--- config.mk ---
export PLATFORM = sky130hd
export DESIGN_NAME = qawd_eval
export DESIGN_NICKNAME = d
export VERILOG_FILES = /design/src/common/qawd_pkg.sv /design/src/core/qawd_eval.sv
export SDC_FILE = /design/constraint.sdc
export NUM_CORES = 1
export LEC_CHECK = 0
export ABC_AREA = 1
export BUFFER_PORTS_ARGS = -buffer_cell sky130_fd_sc_hd__buf_2
export CORE_ASPECT_RATIO = 0.8
export CORE_MARGIN = 4
export CORE_UTILIZATION = 53
export DETAILED_ROUTE_END_ITERATION = 7
export HOLD_SLACK_MARGIN = 0.02
export PLACE_DENSITY = 0.81
export SETUP_SLACK_MARGIN = 0.2
export SLEW_MARGIN = 0
export SYNTH_ARGS = -nofsm -noshare
export SYNTH_HDL_FRONTEND = slang
export SYNTH_SLANG_ARGS = --single-unit
--- constraint.sdc ---
create_clock -name clk -period 3.47 [get_ports clk]
set_input_delay 0.1735 -clock clk [delete_from_list [all_inputs] [get_ports clk]]
set_output_delay 0.1735 -clock clk [all_outputs]
set_load 0.01 [all_outputs]
--- src/common/qawd_pkg.sv ---
package qawd_pkg;

	// ==========================================
	// Register offsets (byte addresses)
	localparam logic [7:0] CTRL_OFS = 8'h00;
	localparam logic [7:0] WIN1_OFS = 8'h04;
	localparam logic [7:0] WIN2_OFS = 8'h08;
	localparam logic [7:0] REPLY_OFS = 8'h0c;
	localparam logic [7:0] STATUS_OFS = 8'h10;
	localparam logic [7:0] CHAL_OFS = 8'h14;
	localparam logic [7:0] FAIL_OFS = 8'h18;

	// ==========================================
	// Field positions and widths
	localparam int MODE_BIT = 0;
	localparam int WIN1_W = 8;
	localparam int WIN2_W = 5;
	localparam int CHAL_W = 4;
	localparam int FAIL_W = 4;
	localparam int REPLY_W = 8;
	localparam int ST_TALLY_LSB = 4;
	localparam int ST_WIN2_BIT = 6;
	localparam int ST_RUN_BIT = 7;

	// ==========================================
	// Reset values
	localparam logic MODE_RST = 1'b0;
	localparam logic [WIN1_W-1:0] WIN1_RST = 8'h0f;
	localparam logic [WIN2_W-1:0] WIN2_RST = 5'h03;
	localparam logic [CHAL_W-1:0] CHAL_RST = 4'h0;
	localparam logic [FAIL_W-1:0] FAIL_RST = 4'h0;
	localparam logic [FAIL_W-1:0] FAIL_MAX = 4'hf;
	localparam logic [1:0] TALLY_FIRST = 2'h3;

	// ==========================================
	// Timing: one window step
	localparam int CLK_PERIOD_NS = 20;
	localparam int STEP_NS = 550000;
	localparam int STEP_CYC = STEP_NS / CLK_PERIOD_NS;

	// ==========================================
	// Types
	typedef struct packed {
		logic wrong;
		logic premature;
		logic order;
		logic expiry;
	} qawd_flags_t;

	typedef enum logic [1:0] {
		PH_OFF,
		PH_WIN1,
		PH_WIN2
	} qawd_phase_t;

	// Next challenge; an all-zero value must never lock up the chain
	function automatic logic [CHAL_W-1:0] next_challenge(input logic [CHAL_W-1:0] q);
		if (q == 4'h0) begin
			return 4'h1;
		end
		return {q[2:0], q[3] ^ q[2]};
	endfunction

endpackage

--- src/core/qawd_eval.sv ---
module qawd_eval
	import qawd_pkg::*;
#(
	parameter int STEP_CYCLES = STEP_CYC
) (
	input wire logic clk,
	input wire logic rstn,
	input wire logic hsel,
	input wire logic [31:0] haddr,
	input wire logic [1:0] htrans,
	input wire logic hwrite,
	input wire logic [2:0] hsize,
	input wire logic [31:0] hwdata,
	input wire logic hready,
	output logic hreadyout,
	output logic hresp,
	output logic [31:0] hrdata,
	input wire logic [REPLY_W-1:0] expected_reply,
	output logic [CHAL_W-1:0] challenge_value,
	output logic [1:0] reply_tally,
	output qawd_flags_t guard_state,
	output logic [FAIL_W-1:0] failure_count,
	output logic run_start
);

	// ==========================================
	// Bus slave
	logic acc;
	logic wr_pend_r;
	logic rd_pend_r;
	logic [7:0] addr_r;
	logic [31:0] hrdata_r;
	logic [31:0] rd_val;
	logic wr_en;

	// Word transfers only; hsize is not checked
	assign acc = hsel && htrans[1] && hready;

	// Reads get one wait state so read data leaves a flip-flop
	assign hreadyout = !rd_pend_r;
	assign hresp = 1'b0;
	assign hrdata = hrdata_r;
	assign wr_en = wr_pend_r;

	// Address phase capture
	always_ff @(posedge clk) begin
		if (!rstn) begin
			wr_pend_r <= 1'b0;
			rd_pend_r <= 1'b0;
			addr_r <= 8'h00;
		end else begin
			wr_pend_r <= acc && hwrite;
			rd_pend_r <= acc && !hwrite;
			if (acc) begin
				addr_r <= haddr[7:0];
			end
		end
	end

	// ==========================================
	// Configuration registers
	logic mode_r;
	logic [WIN1_W-1:0] win1_len_r;
	logic [WIN2_W-1:0] win2_len_r;
	logic cfg_wr;

	// Any change of mode or window length begins a fresh run, unless single-answer mode parks it
	assign cfg_wr = wr_en && (addr_r == CTRL_OFS || addr_r == WIN1_OFS || addr_r == WIN2_OFS);

	always_ff @(posedge clk) begin
		if (!rstn) begin
			mode_r <= MODE_RST;
			win1_len_r <= WIN1_RST;
			win2_len_r <= WIN2_RST;
		end else if (wr_en) begin
			if (addr_r == CTRL_OFS) begin
				mode_r <= hwdata[MODE_BIT];
			end
			if (addr_r == WIN1_OFS) begin
				win1_len_r <= hwdata[WIN1_W-1:0];
			end
			if (addr_r == WIN2_OFS) begin
				win2_len_r <= hwdata[WIN2_W-1:0];
			end
		end
	end

	// ==========================================
	// Window timing
	qawd_phase_t phase_r;
	logic [15:0] step_cnt_r;
	logic [WIN1_W-1:0] win_cnt_r;
	logic tick;
	logic win1_end;
	logic expire;
	logic restart;

	// One step is 0.55 ms of clock cycles
	assign tick = step_cnt_r == 16'(STEP_CYCLES - 1);

	// Window ends after field plus one steps
	assign win1_end = phase_r == PH_WIN1 && tick && win_cnt_r == win1_len_r;
	assign expire = phase_r == PH_WIN2 && tick
		&& win_cnt_r == {{(WIN1_W-WIN2_W){1'b0}}, win2_len_r};

	// Step and window counters restart with every run
	always_ff @(posedge clk) begin
		if (!rstn) begin
			step_cnt_r <= 16'h0000;
			win_cnt_r <= 8'h00;
		end else if (restart || phase_r == PH_OFF) begin
			step_cnt_r <= 16'h0000;
			win_cnt_r <= 8'h00;
		end else if (tick) begin
			step_cnt_r <= 16'h0000;
			win_cnt_r <= win1_end ? 8'h00 : win_cnt_r + 8'h01;
		end else begin
			step_cnt_r <= step_cnt_r + 16'h0001;
		end
	end

	// Phase: single-answer mode parks the evaluation
	always_ff @(posedge clk) begin
		if (!rstn) begin
			phase_r <= PH_WIN1;
		end else begin
			case (phase_r)
				PH_OFF: begin
					if (!mode_r) begin
						phase_r <= PH_WIN1;
					end
				end
				PH_WIN1: begin
					if (mode_r) begin
						phase_r <= PH_OFF;
					end else if (restart) begin
						phase_r <= PH_WIN1;
					end else if (win1_end) begin
						phase_r <= PH_WIN2;
					end
				end
				PH_WIN2: begin
					if (mode_r) begin
						phase_r <= PH_OFF;
					end else if (restart) begin
						phase_r <= PH_WIN1;
					end
				end
				default: begin
					phase_r <= PH_WIN1;
				end
			endcase
		end
	end

	// ==========================================
	// Reply tracking
	logic reply_ev;
	logic reply_ok;
	logic in_w1;
	logic [2:0] w1_cnt_r;
	logic [2:0] w2_cnt_r;
	logic bad_r;
	logic [2:0] n_w1;
	logic [2:0] n_w2;
	logic n_bad;
	logic fourth;
	logic eval;
	logic good;

	// A reply write outside multi-answer mode is dropped
	assign reply_ev = wr_en && addr_r == REPLY_OFS && phase_r != PH_OFF;
	assign reply_ok = hwdata[REPLY_W-1:0] == expected_reply;
	assign in_w1 = phase_r == PH_WIN1;

	// Counts including the reply of this cycle
	assign n_w1 = w1_cnt_r + {2'b00, reply_ev && in_w1};
	assign n_w2 = w2_cnt_r + {2'b00, reply_ev && !in_w1};
	assign n_bad = bad_r || (reply_ev && !reply_ok);

	// Fourth reply ends the run at once and wins over a timeout
	assign fourth = reply_ev && (n_w1 + n_w2) == 3'd4;
	assign eval = fourth || expire;
	assign restart = eval || cfg_wr;
	assign good = n_w1 == 3'd3 && n_w2 == 3'd1 && !n_bad;

	always_ff @(posedge clk) begin
		if (!rstn) begin
			w1_cnt_r <= 3'd0;
			w2_cnt_r <= 3'd0;
			bad_r <= 1'b0;
		end else if (restart || phase_r == PH_OFF) begin
			w1_cnt_r <= 3'd0;
			w2_cnt_r <= 3'd0;
			bad_r <= 1'b0;
		end else begin
			w1_cnt_r <= n_w1;
			w2_cnt_r <= n_w2;
			bad_r <= n_bad;
		end
	end

	// Tally counts down from three; it names the byte the host owes next
	always_ff @(posedge clk) begin
		if (!rstn) begin
			reply_tally <= TALLY_FIRST;
		end else if (restart || phase_r == PH_OFF) begin
			reply_tally <= TALLY_FIRST;
		end else if (reply_ev) begin
			reply_tally <= reply_tally - 2'h1;
		end
	end

	// ==========================================
	// Run outcome
	qawd_flags_t flags_nxt;

	// One formula covers every row: the window-1 count picks the order
	// and premature outcome, any bad byte the wrong flag
	always_comb begin
		flags_nxt.wrong = n_bad;
		flags_nxt.premature = n_w1 == 3'd4;
		flags_nxt.order = n_w1 < 3'd3;
		flags_nxt.expiry = !fourth;
	end

	// Flags change only on evaluation so software reads the last outcome
	always_ff @(posedge clk) begin
		if (!rstn) begin
			guard_state <= '0;
		end else if (eval) begin
			guard_state <= flags_nxt;
		end
	end

	// Failure counter saturates at both ends
	always_ff @(posedge clk) begin
		if (!rstn) begin
			failure_count <= FAIL_RST;
		end else if (eval) begin
			if (good) begin
				if (failure_count != 4'h0) begin
					failure_count <= failure_count - 4'h1;
				end
			end else if (failure_count != FAIL_MAX) begin
				failure_count <= failure_count + 4'h1;
			end
		end
	end

	// Only a good run moves the challenge; failures repeat it
	always_ff @(posedge clk) begin
		if (!rstn) begin
			challenge_value <= CHAL_RST;
		end else if (eval && good) begin
			challenge_value <= next_challenge(challenge_value);
		end
	end

	// Pulse marks the first cycle after each restart; the run out of reset gets none
	always_ff @(posedge clk) begin
		if (!rstn) begin
			run_start <= 1'b0;
		end else begin
			run_start <= restart;
		end
	end

	// ==========================================
	// Read path
	always_comb begin
		rd_val = 32'h0000_0000;
		case (addr_r)
			CTRL_OFS: rd_val[MODE_BIT] = mode_r;
			WIN1_OFS: rd_val[WIN1_W-1:0] = win1_len_r;
			WIN2_OFS: rd_val[WIN2_W-1:0] = win2_len_r;
			STATUS_OFS: begin
				rd_val[3:0] = guard_state;
				rd_val[ST_TALLY_LSB +: 2] = reply_tally;
				rd_val[ST_WIN2_BIT] = phase_r == PH_WIN2;
				rd_val[ST_RUN_BIT] = phase_r != PH_OFF;
			end
			CHAL_OFS: rd_val[CHAL_W-1:0] = challenge_value;
			FAIL_OFS: rd_val[FAIL_W-1:0] = failure_count;
			default: rd_val = 32'h0000_0000;
		endcase
	end

	// Read data loads in the wait cycle and holds afterwards
	always_ff @(posedge clk) begin
		if (!rstn) begin
			hrdata_r <= 32'h0000_0000;
		end else if (rd_pend_r) begin
			hrdata_r <= rd_val;
		end
	end

endmodule

# Yosys cells after proc, flatten, opt, wreduce, memory -nomap -nowiden
# Index checks and enable logic that the tools add are counted.
[word_totals]
ff_bits = 80
out_inout_bits = 49
[classes]
add_sub_neg = 8
order_cmp = 1
eq_ne = 21
n_mux = 20
bitwise = 2
n_reduce_logical = 43
[ops]
columns = ["operator", "n"]
rows = [
  ["$eq 8x5->1 const B", 3],
  ["$mux 4", 5],
  ["$logic_and 1x1->1", 18],
  ["$add 16x1->16 const B", 1],
  ["$eq 16x15->1 const B", 1],
  ["$eq 8x4->1 const B", 2],
  ["$eq 8x8->1", 2],
  ["$pmux 3 s5", 1],
  ["$mux 2", 6],
  ["$add 8x1->8 const B", 1],
  ["$eq 8x3->1 const B", 1],
  ["$eq 8x5->1", 1],
  ["$logic_not 8->1", 1],
  ["$mux 8", 1],
  ["$ne 4x4->1 const B", 2],
  ["$add 3x1->3", 2],
  ["$eq 3x3->1 const B", 2],
  ["$logic_not 1->1", 6],
  ["$logic_or 1x1->1", 6],
  ["$pmux 1 s6", 1],
  ["$pmux 2 s3", 1],
  ["$pmux 3 s2", 1],
  ["$reduce_and 2->1", 3],
  ["$reduce_and 3->1", 2],
  ["other kinds (22)", 25],
]

# Depth between registers and ports, before layout
# Gate-level depths: netlist of run 1.
[depth]
word_depth = 13
depth_mapped = 24
ltp_nobuf = 24

# Least setup slack after synthesis of run 1
# Ideal clock, no wire load.
[synth_path]
path_type = "reg-to-reg"
startpoint = "register phase_r[0]"
endpoint = "register failure_count[3]"
setup_time_ps = 115
arrival_time_ps = 3093
required_ps = 3355
path_slack_ps = 262
path_stages_with_launch = 23
period_less_slack_ps = 3208
path_cell_list = "dfxtp_1 -> inv_1 -> ha_1 -> inv_2 -> nand3_2 -> nor2_2 -> nand2_2 -> nor2_1 -> ha_1 -> ha_1 -> xnor2_2 -> nand3_1 -> nand3b_1 -> nor2_1 -> ha_1 -> nand2_1 -> nand2_1 -> a31oi_1 -> inv_1 -> nor2_1 -> nor2_1 -> a21oi_1 -> nor2_1"
[synth_via]
elab_chain_len = 9
elab_cells_between_ends = 26
[synth_lines]
columns = ["item", "line", "rtl"]
rows = [
  ["start: declaration", "qawd_eval.sv:90", "qawd_phase_t phase_r;"],
  ["start signal: assignment", "qawd_eval.sv:125", "phase_r <= PH_WIN1;"],
  ["start signal: assignment", "qawd_eval.sv:130", "phase_r <= PH_WIN1;"],
  ["start signal: assignment", "qawd_eval.sv:135", "phase_r <= PH_OFF;"],
  ["$eq 2x1->1 / $reduce_bool 2->1 (equally long branches)", "qawd_eval.sv:174, qawd_eval.sv:172", ""],
  ["$logic_not 1->1 / $logic_and 1x1->1 (equally long branches)", "qawd_eval.sv:178, qawd_eval.sv:172", ""],
  ["$logic_and 1x1->1, on equally long branches", "qawd_eval.sv:178, qawd_eval.sv:177", ""],
  ["$add 3x1->3, on equally long branches", "qawd_eval.sv:178, qawd_eval.sv:177", ""],
  ["$add 3x3->3, or another cell as far along", "qawd_eval.sv:182", "assign fourth = reply_ev && (n_w1 + n_w2) == 3'd4;"],
  ["$eq 3x3->1 / $logic_and 1x1->1 (equally long branches)", "qawd_eval.sv:182, qawd_eval.sv:185", ""],
  ["$logic_and 1x1->1, on equally long branches", "qawd_eval.sv:182, qawd_eval.sv:185", ""],
  ["$logic_or 1x1->1, or another cell as far along", "qawd_eval.sv:183", "assign eval = fourth || expire;"],
  ["$reduce_and 3->1 (no line)", "--", ""],
  ["end signal: assignment", "qawd_eval.sv:243", "failure_count <= failure_count - 4'h1;"],
  ["end signal: assignment", "qawd_eval.sv:246", "failure_count <= failure_count + 4'h1;"],
  ["end: declaration", "qawd_eval.sv:22", "output logic [FAIL_W-1:0] failure_count,"],
]
# Several ways; a longest one is shown, not always the timed one.
# A chain may end at the register's enable or synchronous reset.

# Worst setup path in the final report of run 1
[layout_path]
startpoint = "register phase_r[1]"
endpoint = "register step_cnt_r[4]"
[layout_via]
elab_chain_len = 11
elab_cells_between_ends = 19
[layout_lines]
columns = ["item", "line", "rtl"]
rows = [
  ["$reduce_bool 2->1", "qawd_eval.sv:172", "assign reply_ev = wr_en && addr_r == REPLY_OFS && phase_r != PH_OFF;"],
  ["$logic_and 1x1->1", "qawd_eval.sv:172", ""],
  ["$logic_and 1x1->1 (*)", "qawd_eval.sv:177", "assign n_w1 = w1_cnt_r + {2'b00, reply_ev && in_w1};"],
  ["$add 3x1->3 (*)", "qawd_eval.sv:177", ""],
  ["via n_w1[1]", "qawd_eval.sv:164", "logic [2:0] n_w1;"],
  ["$add 3x3->3 (*)", "qawd_eval.sv:182", ""],
  ["$eq 3x3->1 (*)", "qawd_eval.sv:182", ""],
  ["$logic_and 1x1->1 (*)", "qawd_eval.sv:182", ""],
  ["$logic_or 1x1->1 (*)", "qawd_eval.sv:183", ""],
  ["$logic_or 1x1->1 (*)", "qawd_eval.sv:184", "assign restart = eval || cfg_wr;"],
  ["$logic_or 1x1->1 (*)", "qawd_eval.sv:111", "end else if (restart || phase_r == PH_OFF) begin"],
  ["$reduce_or 3->1 (no line) (*)", "--", ""],
  ["end signal: assignment", "qawd_eval.sv:118", "step_cnt_r <= step_cnt_r + 16'h0001;"],
  ["end: declaration", "qawd_eval.sv:91", "logic [15:0] step_cnt_r;"],
]
# Mark *: on every way through the listed nets, which the timed path passes. The rest lies on a longest branch.

==> flow_metrics.env, run 1 <==
export IMPL_async_flop_share=0
export IMPL_fin_crit_sh=0.9116
export IMPL_io_pins=131
export IMPL_placed_cells=808
export IMPL_synth_area_per_cell_sq_um=7.153
export IMPL_antennaDiodeCount=0
export IMPL_finalPower_mw=2.080
export IMPL_synthesis_yosys_warnings=0
export IMPL_wl_per_cell_um=13.54
export IMPL_stdcell_count=837
export IMPL_totalNegativeSetupSlack_ns=0
export IMPL_arrival_ns=3.46
export IMPL_slew_limit_headroom=0.6581
export IMPL_portBuffers=53
export IMPL_ys_seq_elements=80
export IMPL_startpoint_type="flop"
export IMPL_synth_top_cell_by_area="dfxtp_1"
export IMPL_syn_area_sq_mm=0.004621
export IMPL_synth_top_area_frac=0.3466
export IMPL_clock_latency_ns=0.36
export IMPL_start_util=0.5447
export IMPL_std_cell_rows=30
export IMPL_cts_made_buffers=9
export IMPL_min_period_ns=3.163
export IMPL_max_cap_viol_count=0
export IMPL_place_ws_ns=0.01458
export IMPL_finClkSkew_ns=0.01081
export IMPL_nFillCells=752
export IMPL_via_per_inst=5.256
export IMPL_fin_nets=816
export IMPL_synthDistinctLibCells=52
export IMPL_grt_pass1_vias=3865
export IMPL_timing_worst_slew_pin_value_ns=0.5124
export IMPL_rsz0062_at_grt="no"
export IMPL_finalHoldViolCount=0
export IMPL_wl_um=11330
export IMPL_die_width_um=112.4
export IMPL_fmax_mhz=316.1
export IMPL_multi_input_comb_area_sq_mm=0.002640
export IMPL_antenna_found_initial=0
export IMPL_grt_max_degree=45
export IMPL_yosysMostFrequentCell="nand2_1"
export IMPL_die_height_um=91.52
export IMPL_clk_pin_slew_ns=0.09
export IMPL_core_sq_mm=0.008483
export IMPL_drt_initial_drc_count=319
export IMPL_syn_inst=646
export IMPL_clock_sinks=80
export IMPL_post_route_util=0.6366
export IMPL_ant_nets=0
export IMPL_root_buffer="clkbuf_8"
export IMPL_peakVddDrop_mv=0.2758
export IMPL_drc_errors=0
export IMPL_final_layout_size_suffix_gt1_frac=0.2124
export IMPL_synth_edf_count=0
export IMPL_vias=4399
export IMPL_syn_to_final_growth_pct=16.87
export IMPL_htreeDepth=3
export IMPL_final_setup_worst_slack_ns=0.3067
export IMPL_status="finished, final reports clean"
export IMPL_cts_tree="yes"
export IMPL_die_area_sq_mm=0.01029
export IMPL_grt_usage=0.2095
export IMPL_setup_violations_final=0
export IMPL_power_density_mw_per_mm2=385.2
export IMPL_seq_area_sq_mm=0.001604
export IMPL_place_detailed_hpwl_um=8450
export IMPL_overflow=0
export IMPL_worstPathMaxFanout=8
export IMPL_cts_max_path_buffers=2
export IMPL_end_kind="flop"
export IMPL_first_pass_iters=7
export IMPL_gp_congestion=0.9738
export IMPL_maxSlewViolCount=0
export IMPL_path_class="flop to flop"
export IMPL_hold_class="input pin to flop"
export IMPL_synthTopCellsByArea="dfxtp_1 (35%), nand2_1 (9.8%), inv_1 (7.8%)"
export IMPL_synth_commonest_cells="nand2_1 (121), inv_1 (96), dfxtp_1 (80), nor2_1 (71), a21oi_1 (39)"
export IMPL_p_leak_nw=2.413
export IMPL_seq_area_frac_synth=0.3466
export IMPL_grt_first_pass_wirelength_um=17720
export IMPL_cp_required_ns=3.76
export IMPL_synthFlopType="dfxtp_1"
-- layout by cell type (no fill, tap or decap), types with 5 or more instances in the layout --
master / netlist / final
o21ai_0: 32 / 31
nor3_1: 8 / 8
xnor2_1: 9 / 9
clkbuf_8: 0 / 10
inv_2: 7 / 8
dfxtp_1: 80 / 78
conb_1: 1 / 25
nand2_1: 121 / 120
a21oi_2: 4 / 5
nand4_1: 13 / 13
a31oi_1: 7 / 6
buf_2: 1 / 53
o211ai_1: 6 / 6
ha_1: 12 / 7
a21oi_1: 39 / 38
o22ai_1: 6 / 6
nand3_1: 24 / 23
nor2_1: 71 / 69
xor2_1: 8 / 8
buf_4: 26 / 16
nand3_2: 6 / 5
ha_4: 0 / 5
inv_1: 96 / 93
nor2_4: 3 / 8
-- layer usage --
metal	global-route usage	wire length, um	share of wire	vias up
met5	0	0	0	-
met4	0.07508	252	0.022	0
met3	0.03931	793	0.070	22
met2	0.3348	5164	0.46	176
met1	0.2824	5121	0.45	2010
li1	-	-	-	2191
-- registers in the layout (all words and copies together), names as in the netlist, 2 cells and up --
name	cells
addr_r	8
challenge_value	4
failure_count	4
guard_state	4
hrdata	8
phase_r	2
reply_tally	2
step_cnt_r	16
w1_cnt_r	3
w2_cnt_r	3
win1_len_r	8
win2_len_r	5
win_cnt_r	8
-- final timing paths --
kind / from / end / slack [ns] / depth (start not counted)
max: phase_r[1]$_SDFFE_PN0P_ / step_cnt_r[4]$_SDFF_PP0_ / 0.31 / 18
min: hwdata[7] / win1_len_r[7]$_SDFFE_PN0P_ / 0.08 / 3
max reg2reg: phase_r[1]$_SDFFE_PN0P_ / step_cnt_r[4]$_SDFF_PP0_ / 0.31 / 18
min reg2reg: addr_r[7]$_SDFFE_PN0P_ / addr_r[7]$_SDFFE_PN0P_ / 0.46 / 2
-- critical path, cell delays in order (launching register included) --
cell and delay, ns:
dfxtp_2 0.34, inv_2 0.06, ha_4 0.17, inv_4 0.07
nand3_2 0.09, nor2_4 0.16, nand2_2 0.09, nor2_4 0.15
ha_4 0.15, ha_4 0.20, fa_1 0.46, inv_1 0.08
nand3_1 0.15, nand3_4 0.14, nand3_4 0.11, nor3_4 0.21
buf_4 0.19, nand2_4 0.11, nor3b_2 0.17
-- per-stage QoR --
stage	instance area [sq um]	hold slack, ns
detailed placement	4938	0.3599
CTS	5166	0.07405
global placement	4938	0.3494
global route	5400	0.09989
floorplan	4711	0.2528
finish	5400	0.08018
-- cell type report --
cell class / count / area share
Multi-Input combinational cell: 452 / 0.4889
Inverter: 104 / 0.07345
Tap cell: 112 / 0.02595
Clock inverter: 5 / 0.007414
Timing Repair Buffer: 73 / 0.08109
Clock buffer: 11 / 0.02618
Sequential cell: 80 / 0.2970
-- timing repair --
item / in CTS / in global routing
buffers inserted: 1 / 10
endpoints found under the hold margin: 1 / 0
setup endpoints to repair: 39 / 45
cloned: 0 / 1
gates resized for setup: 7 / 29
hold buffers: 1 / 0
pin swaps: 4 / 17
-- kinds of logic after synthesis --
group | share of synthesized area
and+or+nand+nor | 0.2976
buffers and inverters | 0.1362
AOI/OAI and AO/OA | 0.1419
DFF | 0.3466
xor gates and xnor gates | 0.03575
adders and majority gates | 0.04116
other | 0.0008116
-- power by group --
group | internal [mW] | total (mW) | switching [mW]
clock network | 0.283 | 0.646 | 0.363
logic | 0.199 | 0.466 | 0.266
registers | 0.947 | 0.968 | 0.0209
No activity file was read; power rests on OpenSTA's default activity.
==> inputs of run 2 (changes only) <==
CORE_MARGIN = 5   (was 4)
==> flow_metrics.env, run 2 (same netlist as run 1, synthesis figures left out) <==
export IMPL_slew_limit_headroom=0.5392
export IMPL_core_sq_mm=0.008483
export IMPL_fin_crit_sh=0.9100
export IMPL_drc_errors=0
export IMPL_route_met3_wl_um=812
export IMPL_setup_violations_final=0
export IMPL_dr_wl_met2_um=5390
export IMPL_min_period_ns=3.158
export IMPL_drt_initial_drc_count=382
export IMPL_fmax_mhz=316.7
export IMPL_die_width_um=114.4
export IMPL_layout_commonest_cell="nand2_1"
export IMPL_nFillCells=760
export IMPL_cts_made_buffers=9
export IMPL_finalHoldViolCount=0
export IMPL_start_util=0.5447
export IMPL_ant_nets=0
export IMPL_largest_register="step_cnt_r"
export IMPL_totalNegativeSetupSlack_ns=0
export IMPL_maxSlewViolCount=0
export IMPL_vias=4358
export IMPL_top_layer="met4"
export IMPL_clock_sinks=80
export IMPL_arrival_ns=3.41
export IMPL_overflow=0
export IMPL_clock_latency_ns=0.36
export IMPL_wl_um=11530
export IMPL_fin_nets=817
export IMPL_peakVddDrop_mv=0.2217
export IMPL_clk_pin_slew_ns=0.08
export IMPL_cts_max_path_buffers=2
export IMPL_via_per_inst=5.213
export IMPL_largest_register_ffs=16
export IMPL_final_layout_size_suffix_gt1_frac=0.2169
export IMPL_power_density_mw_per_mm2=394.1
export IMPL_place_ws_ns=0.01401
export IMPL_die_area_sq_mm=0.01070
export IMPL_wl_per_cell_um=13.79
export IMPL_layout_common_cells="nand2_1 (119), inv_1 (93), dfxtp_1 (78)"
export IMPL_rsz0062_at_grt="no"
export IMPL_finalPower_mw=2.144
export IMPL_postLayoutCellArea_sq_mm=0.005440
export IMPL_p_leak_nw=2.425
export IMPL_max_cap_viol_count=0
export IMPL_syn_to_final_growth_pct=17.74
export IMPL_antenna_found_initial=0
export IMPL_gp_congestion=0.8874
export IMPL_post_route_util=0.6413
export IMPL_startpoint_type="flop"
export IMPL_hold_class="input pin to flop"
export IMPL_first_pass_iters=5
export IMPL_grt_max_degree=45
export IMPL_placed_area_sq_mm=0.004931
export IMPL_std_cell_rows=30
export IMPL_grt_first_pass_wirelength_um=18400
export IMPL_root_buffer="clkbuf_8"
export IMPL_path_class="flop to flop"
export IMPL_worstPathMaxFanout=3
export IMPL_antennaDiodeCount=0
export IMPL_final_setup_worst_slack_ns=0.3124
export IMPL_finClkSkew_ns=0.009922
export IMPL_status="finished, final reports clean"
export IMPL_io_pins=131
export IMPL_cp_required_ns=3.73
export IMPL_htreeDepth=3
export IMPL_grt_usage=0.2141
export IMPL_end_kind="flop"
export IMPL_cts_tree="yes"
export IMPL_wl_met1_um=5116
export IMPL_grt_pass1_vias=4038
export IMPL_place_detailed_hpwl_um=8668
export IMPL_die_height_um=93.52
export IMPL_timing_worst_slew_pin_value_ns=0.6886
export IMPL_portBuffers=53
[run 2: final timing paths]
check | from | to | slack (ns) | cells past startpoint
max | phase_r[0]$_SDFFE_PN1P_ | failure_count[3]$_SDFFE_PN0P_ | 0.31 | 21
min | hwdata[5] | win1_len_r[5]$_SDFFE_PN0P_ | 0.08 | 3
max reg2reg | phase_r[0]$_SDFFE_PN1P_ | failure_count[3]$_SDFFE_PN0P_ | 0.31 | 21
min reg2reg | addr_r[6]$_SDFFE_PN0P_ | addr_r[6]$_SDFFE_PN0P_ | 0.46 | 2
[run 2: cell type report]
type                       count  area, sq um  area share
inverter                     104        396.6     0.07291
tap                          112        140.1     0.02576
sequential                    80         1604      0.2948
timing repair buffer          75        444.2     0.08165
multi-input combinational    451         2648      0.4867
clock buffer                   9        123.9     0.02277
clock inverter                 5        83.83     0.01541
[run 2: through the flow]
| step | hold slack (ns) | instances |
|---|---|---|
| 6_report | 0.08066 | 836 |
| 3_3_place_gp | 0.3494 | 807 |
| 2_1_floorplan | 0.2528 | 670 |
| 3_5_place_dp | 0.3665 | 807 |
| 4_1_cts | 0.07035 | 826 |
| 5_1_grt | 0.09564 | 836 |
[run 2: timing repair]
item	CTS	global route
hold endpoints to repair	1	0
pin swaps	4	25
setup buffers	4	10
gates resized for setup	8	32
setup endpoints to repair	42	40
hold buffers	1	0
[run 2: worst max-delay path: stages (launching register included)]
cell and delay, ns:
dfxtp_2 0.35, inv_2 0.05, ha_4 0.17, inv_4 0.08, nand3_4 0.07, nor2_4 0.19, buf_6 0.12, nand4_1 0.16
inv_2 0.14, ha_4 0.22, nor2_1 0.08, nand3_1 0.12, nand3b_1 0.21, nor2_2 0.16, buf_4 0.16, ha_4 0.19
a31oi_2 0.18, nor2_1 0.07, nor2_1 0.14, nand3_1 0.09, nand2_1 0.06, nor2_1 0.05
[run 2: routing by layer]
| layer | global-route usage | vias up |
|---|---|---|
| met5 | 0 | - |
| met4 | 0.07122 | 0 |
| met3 | 0.04398 | 24 |
| met2 | 0.3585 | 170 |
| met1 | 0.2744 | 1963 |
| li1 | - | 2201 |
[run 2: power breakdown]
group / internal [mW] / leakage [nW] / switching (mW) / total (mW)
combinational: 0.174 / 1.68 / 0.255 / 0.429
clock: 0.398 / 0.0974 / 0.347 / 0.746
sequential: 0.947 / 0.647 / 0.0222 / 0.970
